File: src/design/adcpsc_regs.svh
/*
  Register offsets, field positions, reset values and timing counts of the
  converter power and sequencing control block.
  Assumes a 32-bit APB slave with byte addresses, one aligned word per register.
*/
`ifndef ADCPSC_REGS_SVH
`define ADCPSC_REGS_SVH

// ****************************************************************
// Register byte offsets
// ****************************************************************
`define ADCPSC_CTRL_OFS 8'h00
`define ADCPSC_POWER_OFS 8'h04
`define ADCPSC_CHSEL_OFS 8'h08
`define ADCPSC_START_OFS 8'h0c
`define ADCPSC_RES_A_OFS 8'h10
`define ADCPSC_RES_B_OFS 8'h14
`define ADCPSC_STATUS_OFS 8'h18
`define ADCPSC_INT_EN_OFS 8'h1c
`define ADCPSC_INT_CLR_OFS 8'h20

// ****************************************************************
// Field positions
// ****************************************************************
`define ADCPSC_CTRL_MODE_BIT 0
`define ADCPSC_CTRL_CONT_BIT 1
`define ADCPSC_CTRL_EM_EN_BIT 2
`define ADCPSC_CTRL_EXT_EN_BIT 3
`define ADCPSC_CTRL_DIV_LSB 4
`define ADCPSC_CTRL_ACQ_LSB 8
`define ADCPSC_POWER_REF_BIT 5
`define ADCPSC_POWER_BG_BIT 6
`define ADCPSC_POWER_CONV_BIT 7
`define ADCPSC_START_SW_BIT 0
`define ADCPSC_ST_DONE_A_BIT 0
`define ADCPSC_ST_DONE_B_BIT 1
`define ADCPSC_ST_IGNORED_BIT 2
`define ADCPSC_ST_BUSY_BIT 8
`define ADCPSC_ST_SETTLED_BIT 9

// ****************************************************************
// Reset values
// ****************************************************************
`define ADCPSC_CTRL_RST 16'h0040
`define ADCPSC_POWER_RST 3'h0
`define ADCPSC_CHSEL_RST 4'h0
`define ADCPSC_INT_EN_RST 3'h0

// ****************************************************************
// Timing, in converter half periods where named HALF, in ns where named NS; ADCPSC_FLAG_DELAY in pclk cycles
// ****************************************************************
`define ADCPSC_PCLK_PERIOD_NS 4
`define ADCPSC_PWD_SETTLE_NS 20000
`define ADCPSC_START_DELAY_HALF 5
`define ADCPSC_SEQ_GAP_HALF 2
`define ADCPSC_SIM_GAP_HALF 4
`define ADCPSC_LAT_A_HALF 8
`define ADCPSC_LAT_B_HALF 10
`define ADCPSC_FLAG_DELAY 2

`endif

File: src/design/adcpsc_pkg.sv
/*
  Types shared by the converter control block.
  Assumes nothing of its surroundings.
*/
package adcpsc_pkg;
  typedef enum logic [1:0] {ST_IDLE, ST_DELAY, ST_SAMPLE, ST_GAP} adcpsc_state_e;
  typedef logic [11:0] adcpsc_sample_t;
endpackage

File: src/design/adcpsc_clkdiv.sv
/*
  Converter clock divider: half period of (div + 1) pclk cycles.
  Assumes div is static while enabled; a change takes effect within the current half period.
*/
module adcpsc_clkdiv #(
  parameter int DIV_W = 4
) (
  input wire logic pclk,
  input wire logic presetn,
  input wire logic enable,
  input wire logic [DIV_W-1:0] div,
  output logic half_tick,
  output logic clk_q
);
  logic [DIV_W-1:0] cnt_q;
  logic tick;

  // Compare not equal-only, so a smaller div written mid-count cannot stall a full wrap
  assign tick = enable && (cnt_q >= div);
  assign half_tick = tick;

  always_ff @(posedge pclk or negedge presetn) begin
    if (!presetn) begin
      cnt_q <= '0;
    end else if (!enable || tick) begin
      cnt_q <= '0;
    end else begin
      cnt_q <= cnt_q + 1'b1;
    end
  end

  // Clock parks low while powered down
  always_ff @(posedge pclk or negedge presetn) begin
    if (!presetn) begin
      clk_q <= 1'b0;
    end else if (!enable) begin
      clk_q <= 1'b0;
    end else if (tick) begin
      clk_q <= ~clk_q;
    end
  end
endmodule

File: src/design/adcpsc_pipe.sv
/*
  Conversion latency line: one entry per converter half period.
  Assumes shift_en is the converter half-period tick and in_valid coincides with it.
*/
module adcpsc_pipe #(
  parameter int WIDTH = 12,
  parameter int STAGES = 8
) (
  input wire logic pclk,
  input wire logic presetn,
  input wire logic shift_en,
  input wire logic flush,
  input wire logic in_valid,
  input wire logic [WIDTH-1:0] in_data,
  output logic out_valid,
  output logic [WIDTH-1:0] out_data
);
  logic [STAGES-1:0] vld_q;
  logic [WIDTH-1:0] dat_q [STAGES];

  always_ff @(posedge pclk or negedge presetn) begin
    if (!presetn) begin
      vld_q[0] <= 1'b0;
      dat_q[0] <= '0;
    end else if (flush) begin
      vld_q[0] <= 1'b0;
    end else if (shift_en) begin
      vld_q[0] <= in_valid;
      dat_q[0] <= in_data;
    end
  end

  for (genvar i = 1; i < STAGES; i++) begin : g_stage
    always_ff @(posedge pclk or negedge presetn) begin
      if (!presetn) begin
        vld_q[i] <= 1'b0;
        dat_q[i] <= '0;
      end else if (flush) begin
        vld_q[i] <= 1'b0;
      end else if (shift_en) begin
        vld_q[i] <= vld_q[i-1];
        dat_q[i] <= dat_q[i-1];
      end
    end
  end

  // Leaves the last stage STAGES half periods after entry
  assign out_valid = shift_en && vld_q[STAGES-1] && !flush;
  assign out_data = dat_q[STAGES-1];
endmodule

File: src/design/adcpsc_top.sv
/*
  Power-up and conversion sequencing control of a 16-input 12-bit pipelined
  converter, reached over APB.
  Assumes the analog core presents its digitised sample on core_data_a/b and
  holds it stable while sample_hold is high; pins are asynchronous to pclk.
*/
// The implementer's own choices: the address map and the APB register port.
`include "adcpsc_regs.svh"

module adcpsc_top
  import adcpsc_pkg::*;
#(
  parameter int PWD_SETTLE_CYCLES =
    (`ADCPSC_PWD_SETTLE_NS + `ADCPSC_PCLK_PERIOD_NS - 1) / `ADCPSC_PCLK_PERIOD_NS
) (
  input wire logic pclk,
  input wire logic presetn,
  input wire logic psel,
  input wire logic penable,
  input wire logic pwrite,
  input wire logic [7:0] paddr,
  input wire logic [31:0] pwdata,
  output logic [31:0] prdata,
  output logic pready,
  output logic pslverr,
  input wire logic [1:0] event_trigger,
  input wire logic external_conversion_start,
  input wire logic [11:0] core_data_a,
  input wire logic [11:0] core_data_b,
  output logic converter_clock,
  output logic sample_hold,
  output logic [3:0] channel_a_sel,
  output logic [3:0] channel_b_sel,
  output logic bandgap_power_on,
  output logic reference_power_on,
  output logic converter_power_on,
  output logic irq
);
  // ****************************************************************
  // Declarations
  // ****************************************************************
  logic [15:0] ctrl_q;
  logic [3:0] chsel_q, acq;
  logic [2:0] int_en_q, status_q, status_set, status_clr;
  adcpsc_sample_t result_a_q, result_b_q, res_a_dat, res_b_dat;
  adcpsc_sample_t core_a_s1_q, core_a_s2_q, core_b_s1_q, core_b_s2_q;
  logic sw_start_q, ready_q, mapped, wr_en, setup, ext_s1_q, ext_s2_q, ext_s3_q;
  logic [31:0] rdata_d;
  logic [12:0] settle_q;
  logic settled, mode_sim, cont, any_trig, start_req, half_tick, capture, res_a_vld, res_b_vld;
  adcpsc_state_e state_q;
  logic [5:0] cnt_q, sh_last, gap_last;
  logic [`ADCPSC_FLAG_DELAY-1:0] done_a_dly_q, done_b_dly_q;

  assign mode_sim = ctrl_q[`ADCPSC_CTRL_MODE_BIT];
  assign cont = ctrl_q[`ADCPSC_CTRL_CONT_BIT];
  assign acq = ctrl_q[`ADCPSC_CTRL_ACQ_LSB +: 4];

  // ****************************************************************
  // APB slave
  // ****************************************************************
  // One wait state: data and error are registered with pready
  assign setup = psel && penable && !ready_q;
  assign wr_en = psel && penable && ready_q && pwrite && mapped;

  always_comb begin
    mapped = 1'b1;
    rdata_d = 32'h00000000;
    unique case (paddr)
      `ADCPSC_CTRL_OFS: rdata_d[15:0] = ctrl_q;
      `ADCPSC_POWER_OFS: begin
        rdata_d[`ADCPSC_POWER_REF_BIT] = reference_power_on;
        rdata_d[`ADCPSC_POWER_BG_BIT] = bandgap_power_on;
        rdata_d[`ADCPSC_POWER_CONV_BIT] = converter_power_on;
      end
      `ADCPSC_CHSEL_OFS: rdata_d[3:0] = chsel_q;
      `ADCPSC_START_OFS, `ADCPSC_INT_CLR_OFS: rdata_d = 32'h00000000;
      `ADCPSC_RES_A_OFS: rdata_d[11:0] = result_a_q;
      `ADCPSC_RES_B_OFS: rdata_d[11:0] = result_b_q;
      `ADCPSC_STATUS_OFS: begin
        rdata_d[2:0] = status_q;
        rdata_d[`ADCPSC_ST_BUSY_BIT] = (state_q != ST_IDLE);
        rdata_d[`ADCPSC_ST_SETTLED_BIT] = settled;
      end
      `ADCPSC_INT_EN_OFS: rdata_d[2:0] = int_en_q;
      default: mapped = 1'b0;
    endcase
  end

  always_ff @(posedge pclk or negedge presetn) begin
    if (!presetn) begin
      ready_q <= 1'b0;
      prdata <= 32'h00000000;
      pslverr <= 1'b0;
    end else begin
      ready_q <= setup;
      prdata <= (setup && !pwrite) ? rdata_d : 32'h00000000;
      pslverr <= setup && !mapped;
    end
  end
  assign pready = ready_q;

  // ****************************************************************
  // Control registers
  // ****************************************************************
  always_ff @(posedge pclk or negedge presetn) begin
    if (!presetn) begin
      ctrl_q <= `ADCPSC_CTRL_RST;
    end else if (wr_en && paddr == `ADCPSC_CTRL_OFS) begin
      ctrl_q <= pwdata[15:0];
    end
  end

  // Bits are independent, so one write may clear all three at once
  always_ff @(posedge pclk or negedge presetn) begin
    if (!presetn) begin
      reference_power_on <= 1'b0;
      bandgap_power_on <= 1'b0;
      converter_power_on <= 1'b0;
    end else if (wr_en && paddr == `ADCPSC_POWER_OFS) begin
      reference_power_on <= pwdata[`ADCPSC_POWER_REF_BIT];
      bandgap_power_on <= pwdata[`ADCPSC_POWER_BG_BIT];
      converter_power_on <= pwdata[`ADCPSC_POWER_CONV_BIT];
    end
  end

  always_ff @(posedge pclk or negedge presetn) begin
    if (!presetn) begin
      chsel_q <= `ADCPSC_CHSEL_RST;
    end else if (wr_en && paddr == `ADCPSC_CHSEL_OFS) begin
      chsel_q <= pwdata[3:0];
    end
  end

  always_ff @(posedge pclk or negedge presetn) begin
    if (!presetn) begin
      sw_start_q <= 1'b0;
    end else begin
      sw_start_q <= wr_en && paddr == `ADCPSC_START_OFS && pwdata[`ADCPSC_START_SW_BIT];
    end
  end

  // Simultaneous pairs are always n with n+8
  always_ff @(posedge pclk or negedge presetn) begin
    if (!presetn) begin
      channel_a_sel <= 4'h0;
      channel_b_sel <= 4'h0;
    end else if (mode_sim) begin
      channel_a_sel <= {1'b0, chsel_q[2:0]};
      channel_b_sel <= {1'b1, chsel_q[2:0]};
    end else begin
      channel_a_sel <= chsel_q;
      channel_b_sel <= 4'h0;
    end
  end

  // ****************************************************************
  // Pin synchronisers and power settle timer
  // ****************************************************************
  always_ff @(posedge pclk or negedge presetn) begin
    if (!presetn) begin
      {ext_s3_q, ext_s2_q, ext_s1_q} <= 3'h0;
      {core_a_s2_q, core_a_s1_q} <= 24'h000000;
      {core_b_s2_q, core_b_s1_q} <= 24'h000000;
    end else begin
      {ext_s3_q, ext_s2_q, ext_s1_q} <= {ext_s2_q, ext_s1_q, external_conversion_start};
      {core_a_s2_q, core_a_s1_q} <= {core_a_s1_q, core_data_a};
      {core_b_s2_q, core_b_s1_q} <= {core_b_s1_q, core_data_b};
    end
  end

  // Status only; software owns the wait, starts are not blocked by it
  always_ff @(posedge pclk or negedge presetn) begin
    if (!presetn) begin
      settle_q <= 13'h0000;
    end else if (!converter_power_on) begin
      settle_q <= 13'h0000;
    end else if (!settled) begin
      settle_q <= settle_q + 13'h0001;
    end
  end
  assign settled = (settle_q >= 13'(PWD_SETTLE_CYCLES));

  // ****************************************************************
  // Sequencer
  // ****************************************************************
  assign any_trig = sw_start_q
    || (ctrl_q[`ADCPSC_CTRL_EM_EN_BIT] && |event_trigger)
    || (ctrl_q[`ADCPSC_CTRL_EXT_EN_BIT] && ext_s2_q && !ext_s3_q);
  assign start_req = any_trig && converter_power_on && state_q == ST_IDLE;
  assign sh_last = {1'b0, acq, 1'b1}; // 2*(1+acq) half periods
  assign gap_last = mode_sim ? 6'(`ADCPSC_SIM_GAP_HALF - 1) : 6'(`ADCPSC_SEQ_GAP_HALF - 1);
  assign capture = half_tick && state_q == ST_SAMPLE && cnt_q == sh_last;

  adcpsc_clkdiv #(.DIV_W(4)) u_clkdiv (
    .pclk(pclk), .presetn(presetn), .enable(converter_power_on),
    .div(ctrl_q[`ADCPSC_CTRL_DIV_LSB +: 4]), .half_tick(half_tick), .clk_q(converter_clock)
  );

  always_ff @(posedge pclk or negedge presetn) begin
    if (!presetn) begin
      state_q <= ST_IDLE;
      cnt_q <= 6'h00;
      sample_hold <= 1'b0;
    end else if (!converter_power_on) begin
      state_q <= ST_IDLE;
      cnt_q <= 6'h00;
      sample_hold <= 1'b0;
    end else begin
      unique case (state_q)
        ST_IDLE: begin
          cnt_q <= 6'h00;
          if (start_req) begin
            state_q <= ST_DELAY;
          end
        end
        ST_DELAY: begin
          if (half_tick) begin
            cnt_q <= cnt_q + 6'h01;
            if (cnt_q == 6'(`ADCPSC_START_DELAY_HALF - 1)) begin
              state_q <= ST_SAMPLE;
              sample_hold <= 1'b1;
              cnt_q <= 6'h00;
            end
          end
        end
        ST_SAMPLE: begin
          if (half_tick) begin
            cnt_q <= cnt_q + 6'h01;
            if (cnt_q == sh_last) begin
              sample_hold <= 1'b0;
              cnt_q <= 6'h00;
              state_q <= cont ? ST_GAP : ST_IDLE;
            end
          end
        end
        ST_GAP: begin
          if (!cont) begin
            state_q <= ST_IDLE;
          end else if (half_tick) begin
            cnt_q <= cnt_q + 6'h01;
            if (cnt_q == gap_last) begin
              state_q <= ST_SAMPLE;
              sample_hold <= 1'b1;
              cnt_q <= 6'h00;
            end
          end
        end
      endcase
    end
  end

  // ****************************************************************
  // Conversion pipeline and results
  // ****************************************************************
  adcpsc_pipe #(.WIDTH(12), .STAGES(`ADCPSC_LAT_A_HALF)) u_pipe_a (
    .pclk(pclk), .presetn(presetn), .shift_en(half_tick), .flush(!converter_power_on),
    .in_valid(capture), .in_data(core_a_s2_q), .out_valid(res_a_vld), .out_data(res_a_dat)
  );

  adcpsc_pipe #(.WIDTH(12), .STAGES(`ADCPSC_LAT_B_HALF)) u_pipe_b (
    .pclk(pclk), .presetn(presetn), .shift_en(half_tick), .flush(!converter_power_on),
    .in_valid(capture && mode_sim), .in_data(core_b_s2_q), .out_valid(res_b_vld),
    .out_data(res_b_dat)
  );

  always_ff @(posedge pclk or negedge presetn) begin
    if (!presetn) begin
      result_a_q <= '0;
      result_b_q <= '0;
    end else begin
      if (res_a_vld) begin
        result_a_q <= res_a_dat;
      end
      if (res_b_vld) begin
        result_b_q <= res_b_dat;
      end
    end
  end

  // Flags trail the result write so software never reads a stale word
  always_ff @(posedge pclk or negedge presetn) begin
    if (!presetn) begin
      done_a_dly_q <= '0;
      done_b_dly_q <= '0;
    end else begin
      done_a_dly_q <= {done_a_dly_q[`ADCPSC_FLAG_DELAY-2:0], res_a_vld};
      done_b_dly_q <= {done_b_dly_q[`ADCPSC_FLAG_DELAY-2:0], res_b_vld};
    end
  end

  // ****************************************************************
  // Interrupts
  // ****************************************************************
  assign status_set[`ADCPSC_ST_DONE_A_BIT] = done_a_dly_q[`ADCPSC_FLAG_DELAY-1];
  assign status_set[`ADCPSC_ST_DONE_B_BIT] = done_b_dly_q[`ADCPSC_FLAG_DELAY-1];
  assign status_set[`ADCPSC_ST_IGNORED_BIT] = any_trig && !converter_power_on;
  assign status_clr = (wr_en && paddr == `ADCPSC_INT_CLR_OFS) ? pwdata[2:0] : 3'h0;

  always_ff @(posedge pclk or negedge presetn) begin
    if (!presetn) begin
      status_q <= 3'h0;
    end else begin
      status_q <= (status_q & ~status_clr) | status_set;
    end
  end

  always_ff @(posedge pclk or negedge presetn) begin
    if (!presetn) begin
      int_en_q <= `ADCPSC_INT_EN_RST;
    end else if (wr_en && paddr == `ADCPSC_INT_EN_OFS) begin
      int_en_q <= pwdata[2:0];
    end
  end

  always_ff @(posedge pclk or negedge presetn) begin
    if (!presetn) begin
      irq <= 1'b0;
    end else begin
      irq <= |(status_q & int_en_q);
    end
  end
endmodule

File: config.mk
export PLATFORM = sky130hd
export DESIGN_NAME = adcpsc_top
export DESIGN_NICKNAME = d
export VERILOG_FILES = /design/src/design/adcpsc_pkg.sv /design/src/design/adcpsc_clkdiv.sv /design/src/design/adcpsc_pipe.sv /design/src/design/adcpsc_top.sv
export VERILOG_INCLUDE_DIRS = /design/src /design/src/design
export SDC_FILE = /design/constraint.sdc
export NUM_CORES = 1
export LEC_CHECK = 0
export BUFFER_PORTS_ARGS = -buffer_cell sky130_fd_sc_hd__buf_2
export CORE_MARGIN = 10
export CORE_UTILIZATION = 60
export CTS_CLUSTER_SIZE = 28
export DETAILED_ROUTE_END_ITERATION = 6
export PLACE_DENSITY = 0.8
export SLEW_MARGIN = 30
export SYNTH_ARGS = -nofsm -noshare
export SYNTH_HDL_FRONTEND = slang
export SYNTH_HIERARCHICAL = 1
export SYNTH_SLANG_ARGS = --single-unit
File: constraint.sdc
create_clock -name pclk -period 10.4 [get_ports pclk]
set_input_delay 2.08 -clock pclk [delete_from_list [all_inputs] [get_ports pclk]]
set_output_delay 2.08 -clock pclk [all_outputs]
set_load 0.05 [all_outputs]
# [Yosys cells after proc, flatten, opt, wreduce, memory -nomap -nowiden]
# Index checks and enable logic that the tools add are counted.
[word_totals] ff_bits=397 inputBits=72 output_inout_bits=48 word_cells=233
[classes] addsub=3 magnitude_cmp=2 eq_ne=27 muxes=83 n_bitwise=5 reduce_logical=46
[op_table] cell="$mux W6" n=8
[op_table] cell="$mux W1" n=47
[op_table] cell="$eq A8 B5 Y1 const B" n=4
[op_table] cell="$logic_and A1 B1 Y1" n=28
[op_table] cell="$mux W13" n=2
[op_table] cell="$pmux W6 S4" n=1
[op_table] cell="$mux W2" n=11
[op_table] cell="$ne A3 B3 Y1 const B" n=7
[op_table] cell="$pmux W3 S6" n=1
[op_table] cell="$eq A8 B4 Y1 const B" n=2
[op_table] cell="$mux W16" n=1
[op_table] cell="$mux W4" n=4
[op_table] cell="$pmux W2 S4" n=2
[op_table] cell="$add A13 B1 Y13 const B" n=1
[op_table] cell="$ge A13 B13 Y1 const B" n=1
[op_table] cell="$pmux W3 S4" n=1
[op_table] cell="$reduce_or A9 Y1" n=1
[op_table] cell="$eq A8 B3 Y1 const B" n=1
[op_table] cell="$eq A8 B6 Y1 const B" n=1
[op_table] cell="$logic_not A8 Y1" n=1
[op_table] cell="$ne A4 B4 Y1 const B" n=2
[op_table] cell="$reduce_and A8 Y1" n=1
[op_table] cell="$reduce_and A7 Y1" n=1
[op_table] cell="$add A6 B1 Y6 const B" n=1
[op_table] cell="other kinds (27)" n=36

# [Depth between registers and ports, before layout]
# Gate-level depths: netlist of the first run.
[logic_depth] depth_word=9 depth_mapped=13

# [By module]
# Netlist of the first run, hierarchy kept.
[by_module_without_submodules] mod="adcpsc_top" instances=1 cells_per_inst=506 area_per_inst_um2=6317.3
[by_module_without_submodules] mod="adcpsc_pipe (u_pipe_b)" instances=1 cells_per_inst=300 area_per_inst_um2=4952.2
[by_module_without_submodules] mod="adcpsc_pipe (u_pipe_a)" instances=1 cells_per_inst=244 area_per_inst_um2=4119.0
[by_module_without_submodules] mod="adcpsc_clkdiv" instances=1 cells_per_inst=31 area_per_inst_um2=331.6

# [Worst setup path before layout of the first run]
# No wires, ideal clock.
[synth_timing] path_kind="reg2reg" start="reg ctrl_q[6]" end="reg result_a_q[10]" setup_time_ps=125 arrival_time_ps=3456 required_time_ps=10275 setup_slack_ps=6819 path_stages_with_launch=14 path_buffers=5 period_less_slack_ps=3581 path_cell_list="dfstp_2 -> inv_1 -> ha_1 -> o21a_1 -> nor2_1 -> nor3b_1 -> buf_4 -> nand2b_4 -> buf_6 -> buf_6 -> buf_6 -> nor2_1 -> buf_1 -> mux2_2"
[synth_via] elab_chain_len=4
[synth_lines] element="start, declared" line="adcpsc_top.sv:42" text="logic [15:0] ctrl_q;"
[synth_lines] element="start signal, assigned" line="adcpsc_top.sv:108" text="ctrl_q <= `ADCPSC_CTRL_RST;"
[synth_lines] element="start signal, assigned" line="adcpsc_top.sv:110" text="ctrl_q <= pwdata[15:0];"
[synth_lines] element="$ge A4 B4 Y1" line="adcpsc_clkdiv.sv:19" text="assign tick = enable && (cnt_q >= div);"
[synth_lines] element="$logic_and A1 B1 Y1" line="adcpsc_clkdiv.sv:19"
[synth_lines] element="via half_tick" line="adcpsc_top.sv:50" text="logic settled, mode_sim, cont, any_trig, start_req, half_tick, capture, res_a_vld, res_b_vld;"
[synth_lines] element="$logic_and A1 B1 Y1 (2 in series)" line="adcpsc_pipe.sv:48" text="assign out_valid = shift_en && vld_q[STAGES-1] && !flush;"
[synth_lines] element="via res_a_vld" line="adcpsc_top.sv:50"
[synth_lines] element="end signal, assigned" line="adcpsc_top.sv:273" text="result_a_q <= res_a_dat;"
[synth_lines] element="end, declared" line="adcpsc_top.sv:45" text="adcpsc_sample_t result_a_q, result_b_q, res_a_dat, res_b_dat;"
# The timed path passes the listed nets, and every way through them passes these cells.
# A chain may end at the register's enable or synchronous reset.

# [Final worst setup path of the first run]
[layout_timing] start="reg converter_power_on" end="out converter_power_on"
[layout_lines] element="start, declared" line="adcpsc_top.sv:36" text="output logic converter_power_on,"
[layout_lines] element="start signal, assigned" line="adcpsc_top.sv:123" text="converter_power_on <= pwdata[`ADCPSC_POWER_CONV_BIT];"
# No word-level cell between the ends.

==> summary.txt, run 1 <==
dpl cells = 1437
Via density = 5.513
WHS Path Cells = 0
CP delay by family, top = flip-flops
Setup crit start kind = flop
CTS HTree Levels = 2
DRT iter0 DRCs = 555
final clock skew = 23.05 ps
CTS tree = done
max incr delay on CP = 740 ps
Final min period = 3728 ps
worst skew pair latency = 530 ps
# diodes = 0
core area = 25910 um^2
Post-synth EDFFs = 0
largest net degree at the start of global routing = 192
port bufs = 87
count leader, synth = dfrtp_1
RSZ-0062 raised after global routing = false
worst reg2reg setup slack = 6910 ps
CP bufs+invs = 1
Clk pin slew, worst setup/hold paths = 60 ps
CTS sink cnt = 397
Fmax achieved = 268.3 MHz
total power = 3.062 mW
routed via count = 8324
Synth Register Bits = 397
fraction of layout cells with a size suffix above 1 = 30.30%
Netlist cell types = 66
Crit-path slowest cell = dfrtp_1
Tot GR Track Use = 15.69%
initial antenna violation count = 0
drt wl/cell = 17.14 um
Post-Layout Cell Count = 1510
Die H = 181.9 um
Synth top area share = 63.04%
global-route wire length before repair = 43840 um
number of remaining DRC errors = 0
Hold Crit Endpoint = core_b_s2_q[10]
CTS resizes = 0
min setup slack post-route = 6672 ps
number of max-cap violations = 0
Seq/Total Area, Yosys = 63.20%
synthesized area = 15720 um^2
vias in the first global route = 8654
Critical Path RT = 8320 ps
global route overflow = 0
area leader, netlist = dfrtp_1
max-slew violation count = 0
pre-CTS WS = 6328 ps
leakage = 8.959 nW
Reg2Reg Depth = 10
most common library cells after synthesis = 396 x dfrtp_1, 153 x mux2_2, 89 x mux2_1
Final TNS setup = 0 ps
DR pass1 iterations = 5
hold path start = core_b_s1_q[10]
hpwl dp = 16340 um
Worst slew margin = 38.28%
Power Density = 174.6 nW/um^2
Yosys warnings = 6
GP Congestion = 0.8741
worst-path maximum fanout = 17
peak supply drop = 169.3 uV
number of routed nets with antenna violations = 0
Die W = 181.9 um
# setup viols final = 0
Die ar. = 33070 um^2
Hold Buf Count CTS = 0
CP arrival = 1650 ps
Boundary Pins = 120
Synth area leaders = dfrtp_1 63%, mux2_2 11%, mux2_1 6.4%, mux2_4 2.8%, buf_4 2.4%
outcome = completed
CP Cell Sequence = buf_2
Initial Util = 60.67%
worst hold path class = reg2reg
# nets final = 1227
Reg-to-Reg Start = u_clkdiv/cnt_q[0]
clock root cell = clkbuf_16
Worst-Margin Slew = 923.2 ps
Final period util = 35.84%
Area Growth Syn to Fin = 11.59%
Final Hold Vio Count = 0
Cells after Synth = 1081
reg2reg end = u_pipe_a/dat_q[87]
total CTS buffers = 39
ys async rst share = 100.0%
Syn Area/Cell = 14.54 um^2
FP Rows = 59
CTS max path bufs = 3
Post-Route WL = 25890 um
Post-CTS Setup Bufs = 0
CP Capture Type = output port
predominant post-synthesis flop cell = dfrtp_1
path type of the worst setup path = reg2out
post-route core utilization = 67.70%
## layout by cell type (no fill, tap or decap), drive strengths merged, types with 3 or more instances in the layout
cell type / synthesis / layout
nor4: 4 / 4
and2: 11 / 11
a31oi: 3 / 3
clkinv: 0 / 10
a22oi: 10 / 10
nand2: 26 / 26
a21oi: 23 / 23
conb: 1 / 16
a2bb2oi: 4 / 4
o31ai: 3 / 3
o21a: 3 / 3
xnor2: 11 / 11
inv: 18 / 20
and4: 4 / 4
nand4: 7 / 7
o21ai: 17 / 17
buf: 75 / 97
bufinv: 0 / 5
nand2b: 7 / 7
nor2: 62 / 62
mux2: 271 / 271
or2: 3 / 3
mux2i: 23 / 23
dfrtp: 396 / 396
nand3: 17 / 17
xor2: 8 / 8
and3: 6 / 6
or3: 5 / 5
ha: 9 / 9
clkbuf: 13 / 53
nor3: 12 / 12
## sequential cells by signal, indices dropped and copies added (netlist names), 4 cells and up
name	cells
core_b_s1_q	12
u_pipe_b/dat_q	108
u_pipe_a/dat_q	84
u_pipe_a/out_data	12
channel_a_sel	4
core_a_s1_q	12
u_clkdiv/cnt_q	4
u_pipe_a/vld_q	8
cnt_q	6
u_pipe_b/vld_q	10
prdata	16
channel_b_sel	4
u_pipe_b/out_data	12
core_b_s2_q	12
ctrl_q	16
result_b_q	12
settle_q	13
result_a_q	12
core_a_s2_q	12
chsel_q	4
## metrics by stage
step / hold slack (ps) / cell area [um^2]
6_report: 337.2 / 17540
2_1_floorplan: 331.2 / 15780
3_3_place_gp: 331.7 / 16130
5_1_grt: 349.2 / 17540
3_5_place_dp: 334.7 / 16140
4_1_cts: 341.9 / 17470
## cells by family after synthesis
logic type / synth area share [%]
adder cells (fa/ha/maj): 0.7800
AO/OA/AOI/OAI: 3.494
flip-flops: 63.20
AND/OR/NAND/NOR: 5.715
buffers and inverters: 4.155
other: 0.02385
XOR/XNOR: 1.059
multiplexers: 21.57
## worst max-delay path by stage
stage                             from            endpoint  depth (start not counted)
CTS                 converter_power_on  converter_power_on                          1
global route        converter_power_on  converter_power_on                          1
global placement                pwrite          ctrl_q[11]                          6
detailed placement              pwrite           ctrl_q[4]                          6
finish              converter_power_on  converter_power_on                          1
floorplan                    ctrl_q[6]      result_a_q[10]                         13
## report_power, final
group / internal, mW / switching (mW)
combinational: 0.0145 / 0.0558
clock: 0.869 / 0.564
sequential: 1.56 / 0.00303
## per-layer routing
metal	part of all wire, %	vias to the layer above	GRT usage [%]	routed length, um
met4	2.2	0	5.272	564
met5	0	-	0	0
met3	5.8	42	3.419	1507
li1	-	3856	-	-
met1	44	4197	20.55	11330
met2	48	229	25.50	12480
## final cells by class
class / instances / area, um^2
flip-flops and latches: 397 / 9936
fillers: 1794 / 8369
clock inverters: 17 / 229.0
well taps: 335 / 419.2
repair buffers: 97 / 593.1
multi-input cells: 593 / 5197
clock buffers: 53 / 1100
inverters: 18 / 67.56
No activity file was read; power rests on OpenSTA's default activity.
==> inputs of run 2 (changes only) <==
--- a/config.mk
+++ b/config.mk
@@ -6,12 +6,13 @@
 export SDC_FILE = /design/constraint.sdc
 export NUM_CORES = 1
 export LEC_CHECK = 0
+export ABC_AREA = 1
 export BUFFER_PORTS_ARGS = -buffer_cell sky130_fd_sc_hd__buf_2
 export CORE_MARGIN = 10
-export CORE_UTILIZATION = 60
+export CORE_UTILIZATION = 54
 export CTS_CLUSTER_SIZE = 28
 export DETAILED_ROUTE_END_ITERATION = 6
-export PLACE_DENSITY = 0.8
+export PLACE_DENSITY = 0.76
 export SLEW_MARGIN = 30
 export SYNTH_ARGS = -nofsm -noshare
 export SYNTH_HDL_FRONTEND = slang
==> constraint.sdc (replaced) <==
create_clock -name pclk -period 3.1 [get_ports pclk]
set_input_delay 0.62 -clock pclk [delete_from_list [all_inputs] [get_ports pclk]]
set_output_delay 0.62 -clock pclk [all_outputs]
set_load 0.05 [all_outputs]
==> run 2 against run 1 <==
  * Worst setup slack got worse by 6200 ps
  * Non-clock buffer count increased by 11
  * Final cell count increased by 46%
  * Sequential cell count unchanged
  * Clock power increased to 3.3 times the previous value
  * Design area increased by 3.0%
  * Via count increased by 38%
  * Critical path type is now reg2reg
==> summary.txt, run 2 <==
post-synthesis mux area share = 0.4837% (-21 points)
Synth area leaders = dfrtp_1 61%, nand2_1 14%, nand3_1 8.0%, buf_4 2.5%, inv_1 2.1%
met3 Resource Use GR = 3.198% (-0.22 points)
Area Growth Syn to Fin = 10.86%
post-route cell area = 18070 um^2 (+3.0%)
CP delay by family, top = buffers and inverters
Fmax achieved = 384.8 MHz
Die H = 193.7 um (+6.5%)
number of remaining DRC errors = 0 (unchanged)
Final TNS setup = 0 ps (unchanged)
Synth Area in Compound Gates = 3.539% (+0.045 points)
CTS max path bufs = 3 (unchanged)
clock root cell = clkbuf_16
Tot GR Track Use = 16.07% (+0.38 points)
CP Capture Type = flop
register share of total power = 51.5% (+0.6 points)
max FFs per register = 108 (unchanged)
# setup viols final = 0 (unchanged)
worst-path maximum fanout = 96 (+79)
adder-cell share of the synthesized area = 0.6910% (-0.089 points)
Crit-path slowest cell = buf_4
peak supply drop = 537.1 uV (+220%)
Clk pin slew, worst setup/hold paths = 60 ps (about the same)
Power Density = 561.7 nW/um^2 (+220%)
Final min period = 2599 ps
most frequent cells in the layout = 613 x nand2_1, 396 x dfrtp_1, 261 x nand3_1, 89 x inv_1, 86 x buf_2
sw frac = 20.86% (+0.52 points)
fraction of layout cells with a size suffix above 1 = 13.90% (-16 points)
RSZ-0062 raised after global routing = false
Boundary Pins = 120 (unchanged)
Pint = 8.031 mW (+230%)
Net Switching = 2.117 mW (+240%)
Reg-to-Reg Start = ctrl_q[6]
Worst slew margin = 39.63% (+1.3 points)
CTS tree = done
Synth top area share = 60.81% (-2.2 points)
Post-CTS Setup Bufs = 0 (unchanged)
leakage = 9.626 nW (+7.4%)
worst skew pair latency = 530 ps (about the same)
Initial Util = 54.84% (-5.8 points)
Post-Route WL = 30790 um (+19%)
Die W = 193.7 um (+6.5%)
met1 GRT Util = 21.37% (+0.82 points)
ys async rst share = 100.0% (unchanged)
commonest non-fill, non-tap cell in the layout = nand2_1
Seq/Total Area, Yosys = 60.97% (-2.2 points)
area leader, netlist = dfrtp_1
initial antenna violation count = 0 (unchanged)
Synth Area in XOR/XNOR = 0.4299% (-0.63 points)
predominant post-synthesis flop cell = dfrtp_1
Top Registers = u_pipe_b/dat_q (108), u_pipe_a/dat_q (84)
drt wl/cell = 13.97 um (-18%)
Reg2Reg Depth = 12 (+2)
largest family of logic cells by synthesized area = simple AND/OR/NAND/NOR gates
cell mode on critical path = nand2_1
max-slew violation count = 0 (unchanged)
Cells after Synth = 1745 (+61%)
port bufs = 87 (unchanged)
vias in the first global route = 11.05k (+28%)
hold_ws = 74.20 ps (-263.0 ps)
CTS HTree Levels = 2 (unchanged)
global-route wire length before repair = 52830 um (+20%)
routed via count = 11.46k (+38%)
hpwl dp = 18890 um (+16%)
Synth Area in Simple Gates = 26.57% (+21 points)
largest net degree at the start of global routing = 131 (-32%)
grt met2 use = 25.95% (+0.45 points)
CTS resizes = 0 (unchanged)
Via density = 5.200 (-5.7%)
# diodes = 0 (unchanged)
global route hottest layer = met2
Yosys warnings = 6 (unchanged)
most common library cells after synthesis = 614 x nand2_1, 396 x dfrtp_1, 261 x nand3_1
reg2reg end = u_pipe_a/dat_q[83]
DR pass1 iterations = 5 (unchanged)
Final Hold Vio Count = 0 (unchanged)
FP Rows = 63 (+6.8%)
Clock Power Share = 46.2% (-0.6 points)
Logic pwr share = 2.3% (about the same)
DRT iter0 DRCs = 967 (+74%)
CP bufs+invs = 4 (+3)
outcome = completed
number of routed nets with antenna violations = 0 (unchanged)
number of max-cap violations = 0 (unchanged)
Syn Area/Cell = 9.339 um^2 (-36%)
worst reg2reg setup slack = 500 ps (-6410 ps)
core area = 29720 um^2 (+15%)
Netlist cell types = 40 (-39%)
Hold Buf Count CTS = 0 (unchanged)
Final period util = 83.82%
Placement Cell Area = 16760 um^2 (+3.9%)
GP Congestion = 0.8742 (about the same)
Biggest register = u_pipe_b/dat_q
final clock skew = 11.37 ps (-11.68 ps)
CTS sink cnt = 397 (unchanged)
Critical Path RT = 3550 ps (-4770 ps)
CP Cell Sequence = inv_1 > ha_1 > nand2_1 > inv_1 > nand2_1 > nand3_1 > nand2_1 > inv_6 > nand2_2 > buf_4 > nand2_1 > nand2_1
Post-synth EDFFs = 0 (unchanged)
total CTS buffers = 40 (+2.6%)
global route overflow = 0 (unchanged)
Synth Register Bits = 397 (unchanged)
Setup crit start kind = flop
CP arrival = 3050 ps (+1400 ps)
max incr delay on CP = 690 ps (-50 ps)
Die ar. = 37530 um^2 (+13%)
# nets final = 1864 (+52%)
synthesized area = 16300 um^2 (+3.7%)
worst hold path class = in2async
path type of the worst setup path = reg2reg
Worst-Margin Slew = 905.6 ps (-17.58 ps)
post-route core utilization = 60.80% (-6.9 points)
count leader, synth = nand2_1
## run 2: cell count changes after synthesis, moves of 29 or more
cell     previous run  this run
inv_1              18        90
nand2_1            26       614
mux2_4             29         0
mux2_2            153         7
buf_2              14        44
nand3_1            17       261
mux2_1             89         0
## run 2: cell type report
cell class / instances / area (um^2)
Timing Repair Buffer: 108 / 715.7
Multi-Input combinational cell: 1135 / 5236
Clock buffer: 55 / 1147
Tap cell: 390 / 488.0
Fill cell: 2533 / 11650
Clock inverter: 17 / 158.9
Sequential cell: 397 / 9936
Inverter: 101 / 385.4
## run 2: worst max-delay path by stage
stage | from | endpoint | slack, ps | cells after the start
final | ctrl_q[6] | u_pipe_a/dat_q[83] | 500 | 12
after floorplan | ctrl_q[6] | result_b_q[10] | 500 | 15
after global placement | ctrl_q[6] | u_pipe_a/dat_q[48] | 610 | 12
after CTS | ctrl_q[6] | u_pipe_a/dat_q[83] | 530 | 12
after global routing | ctrl_q[6] | u_pipe_a/dat_q[74] | 270 | 10
after detailed placement | ctrl_q[6] | u_pipe_a/dat_q[83] | 550 | 12
## run 2: logic make-up after synthesis
kind of cell,after synthesis
buffers and inverters,228
multiplexers,7
AND/OR/NAND/NOR,1000
flip-flops,397
adder cells (fa/ha/maj),9
AO/OA/AOI/OAI,95
other,1
XOR/XNOR,8
## run 2: power groups by stage
stage	clock network (mW)	logic (mW)	registers (mW)
after floorplan	0	0.0868	5.33
after global placement	0	0.235	5.32
after detailed placement	0	0.239	5.32
after global routing	5.05	0.263	5.23
final	4.69	0.232	5.23
after CTS	4.81	0.240	5.23
## run 2: worst reg2reg max path, delay by kind of cell (launching register included)
family,cells,cell delay (ps)
buffers and inverters,4,930
and+or+nand+nor,7,750
DFF,1,570
adders and majority gates,1,280
## run 2: per-layer routing
| metal | up-vias | share of wire [%] |
|---|---|---|
| met3 | 61 | 5.1 |
| met4 | 0 | 2.6 |
| met5 | - | 0 |
| met2 | 279 | 48 |
| li1 | 5617 | - |
| met1 | 5499 | 44 |
## run 2: metrics by stage
stage	total power [mW]	worst slack [ps]	instances
finish	10.15	501.5	2203
global route	10.53	267.2	2203
global placement	5.555	607.5	2131
detailed placement	5.561	549.1	2131
CTS	10.28	533.8	2203
floorplan	5.412	497.6	1760
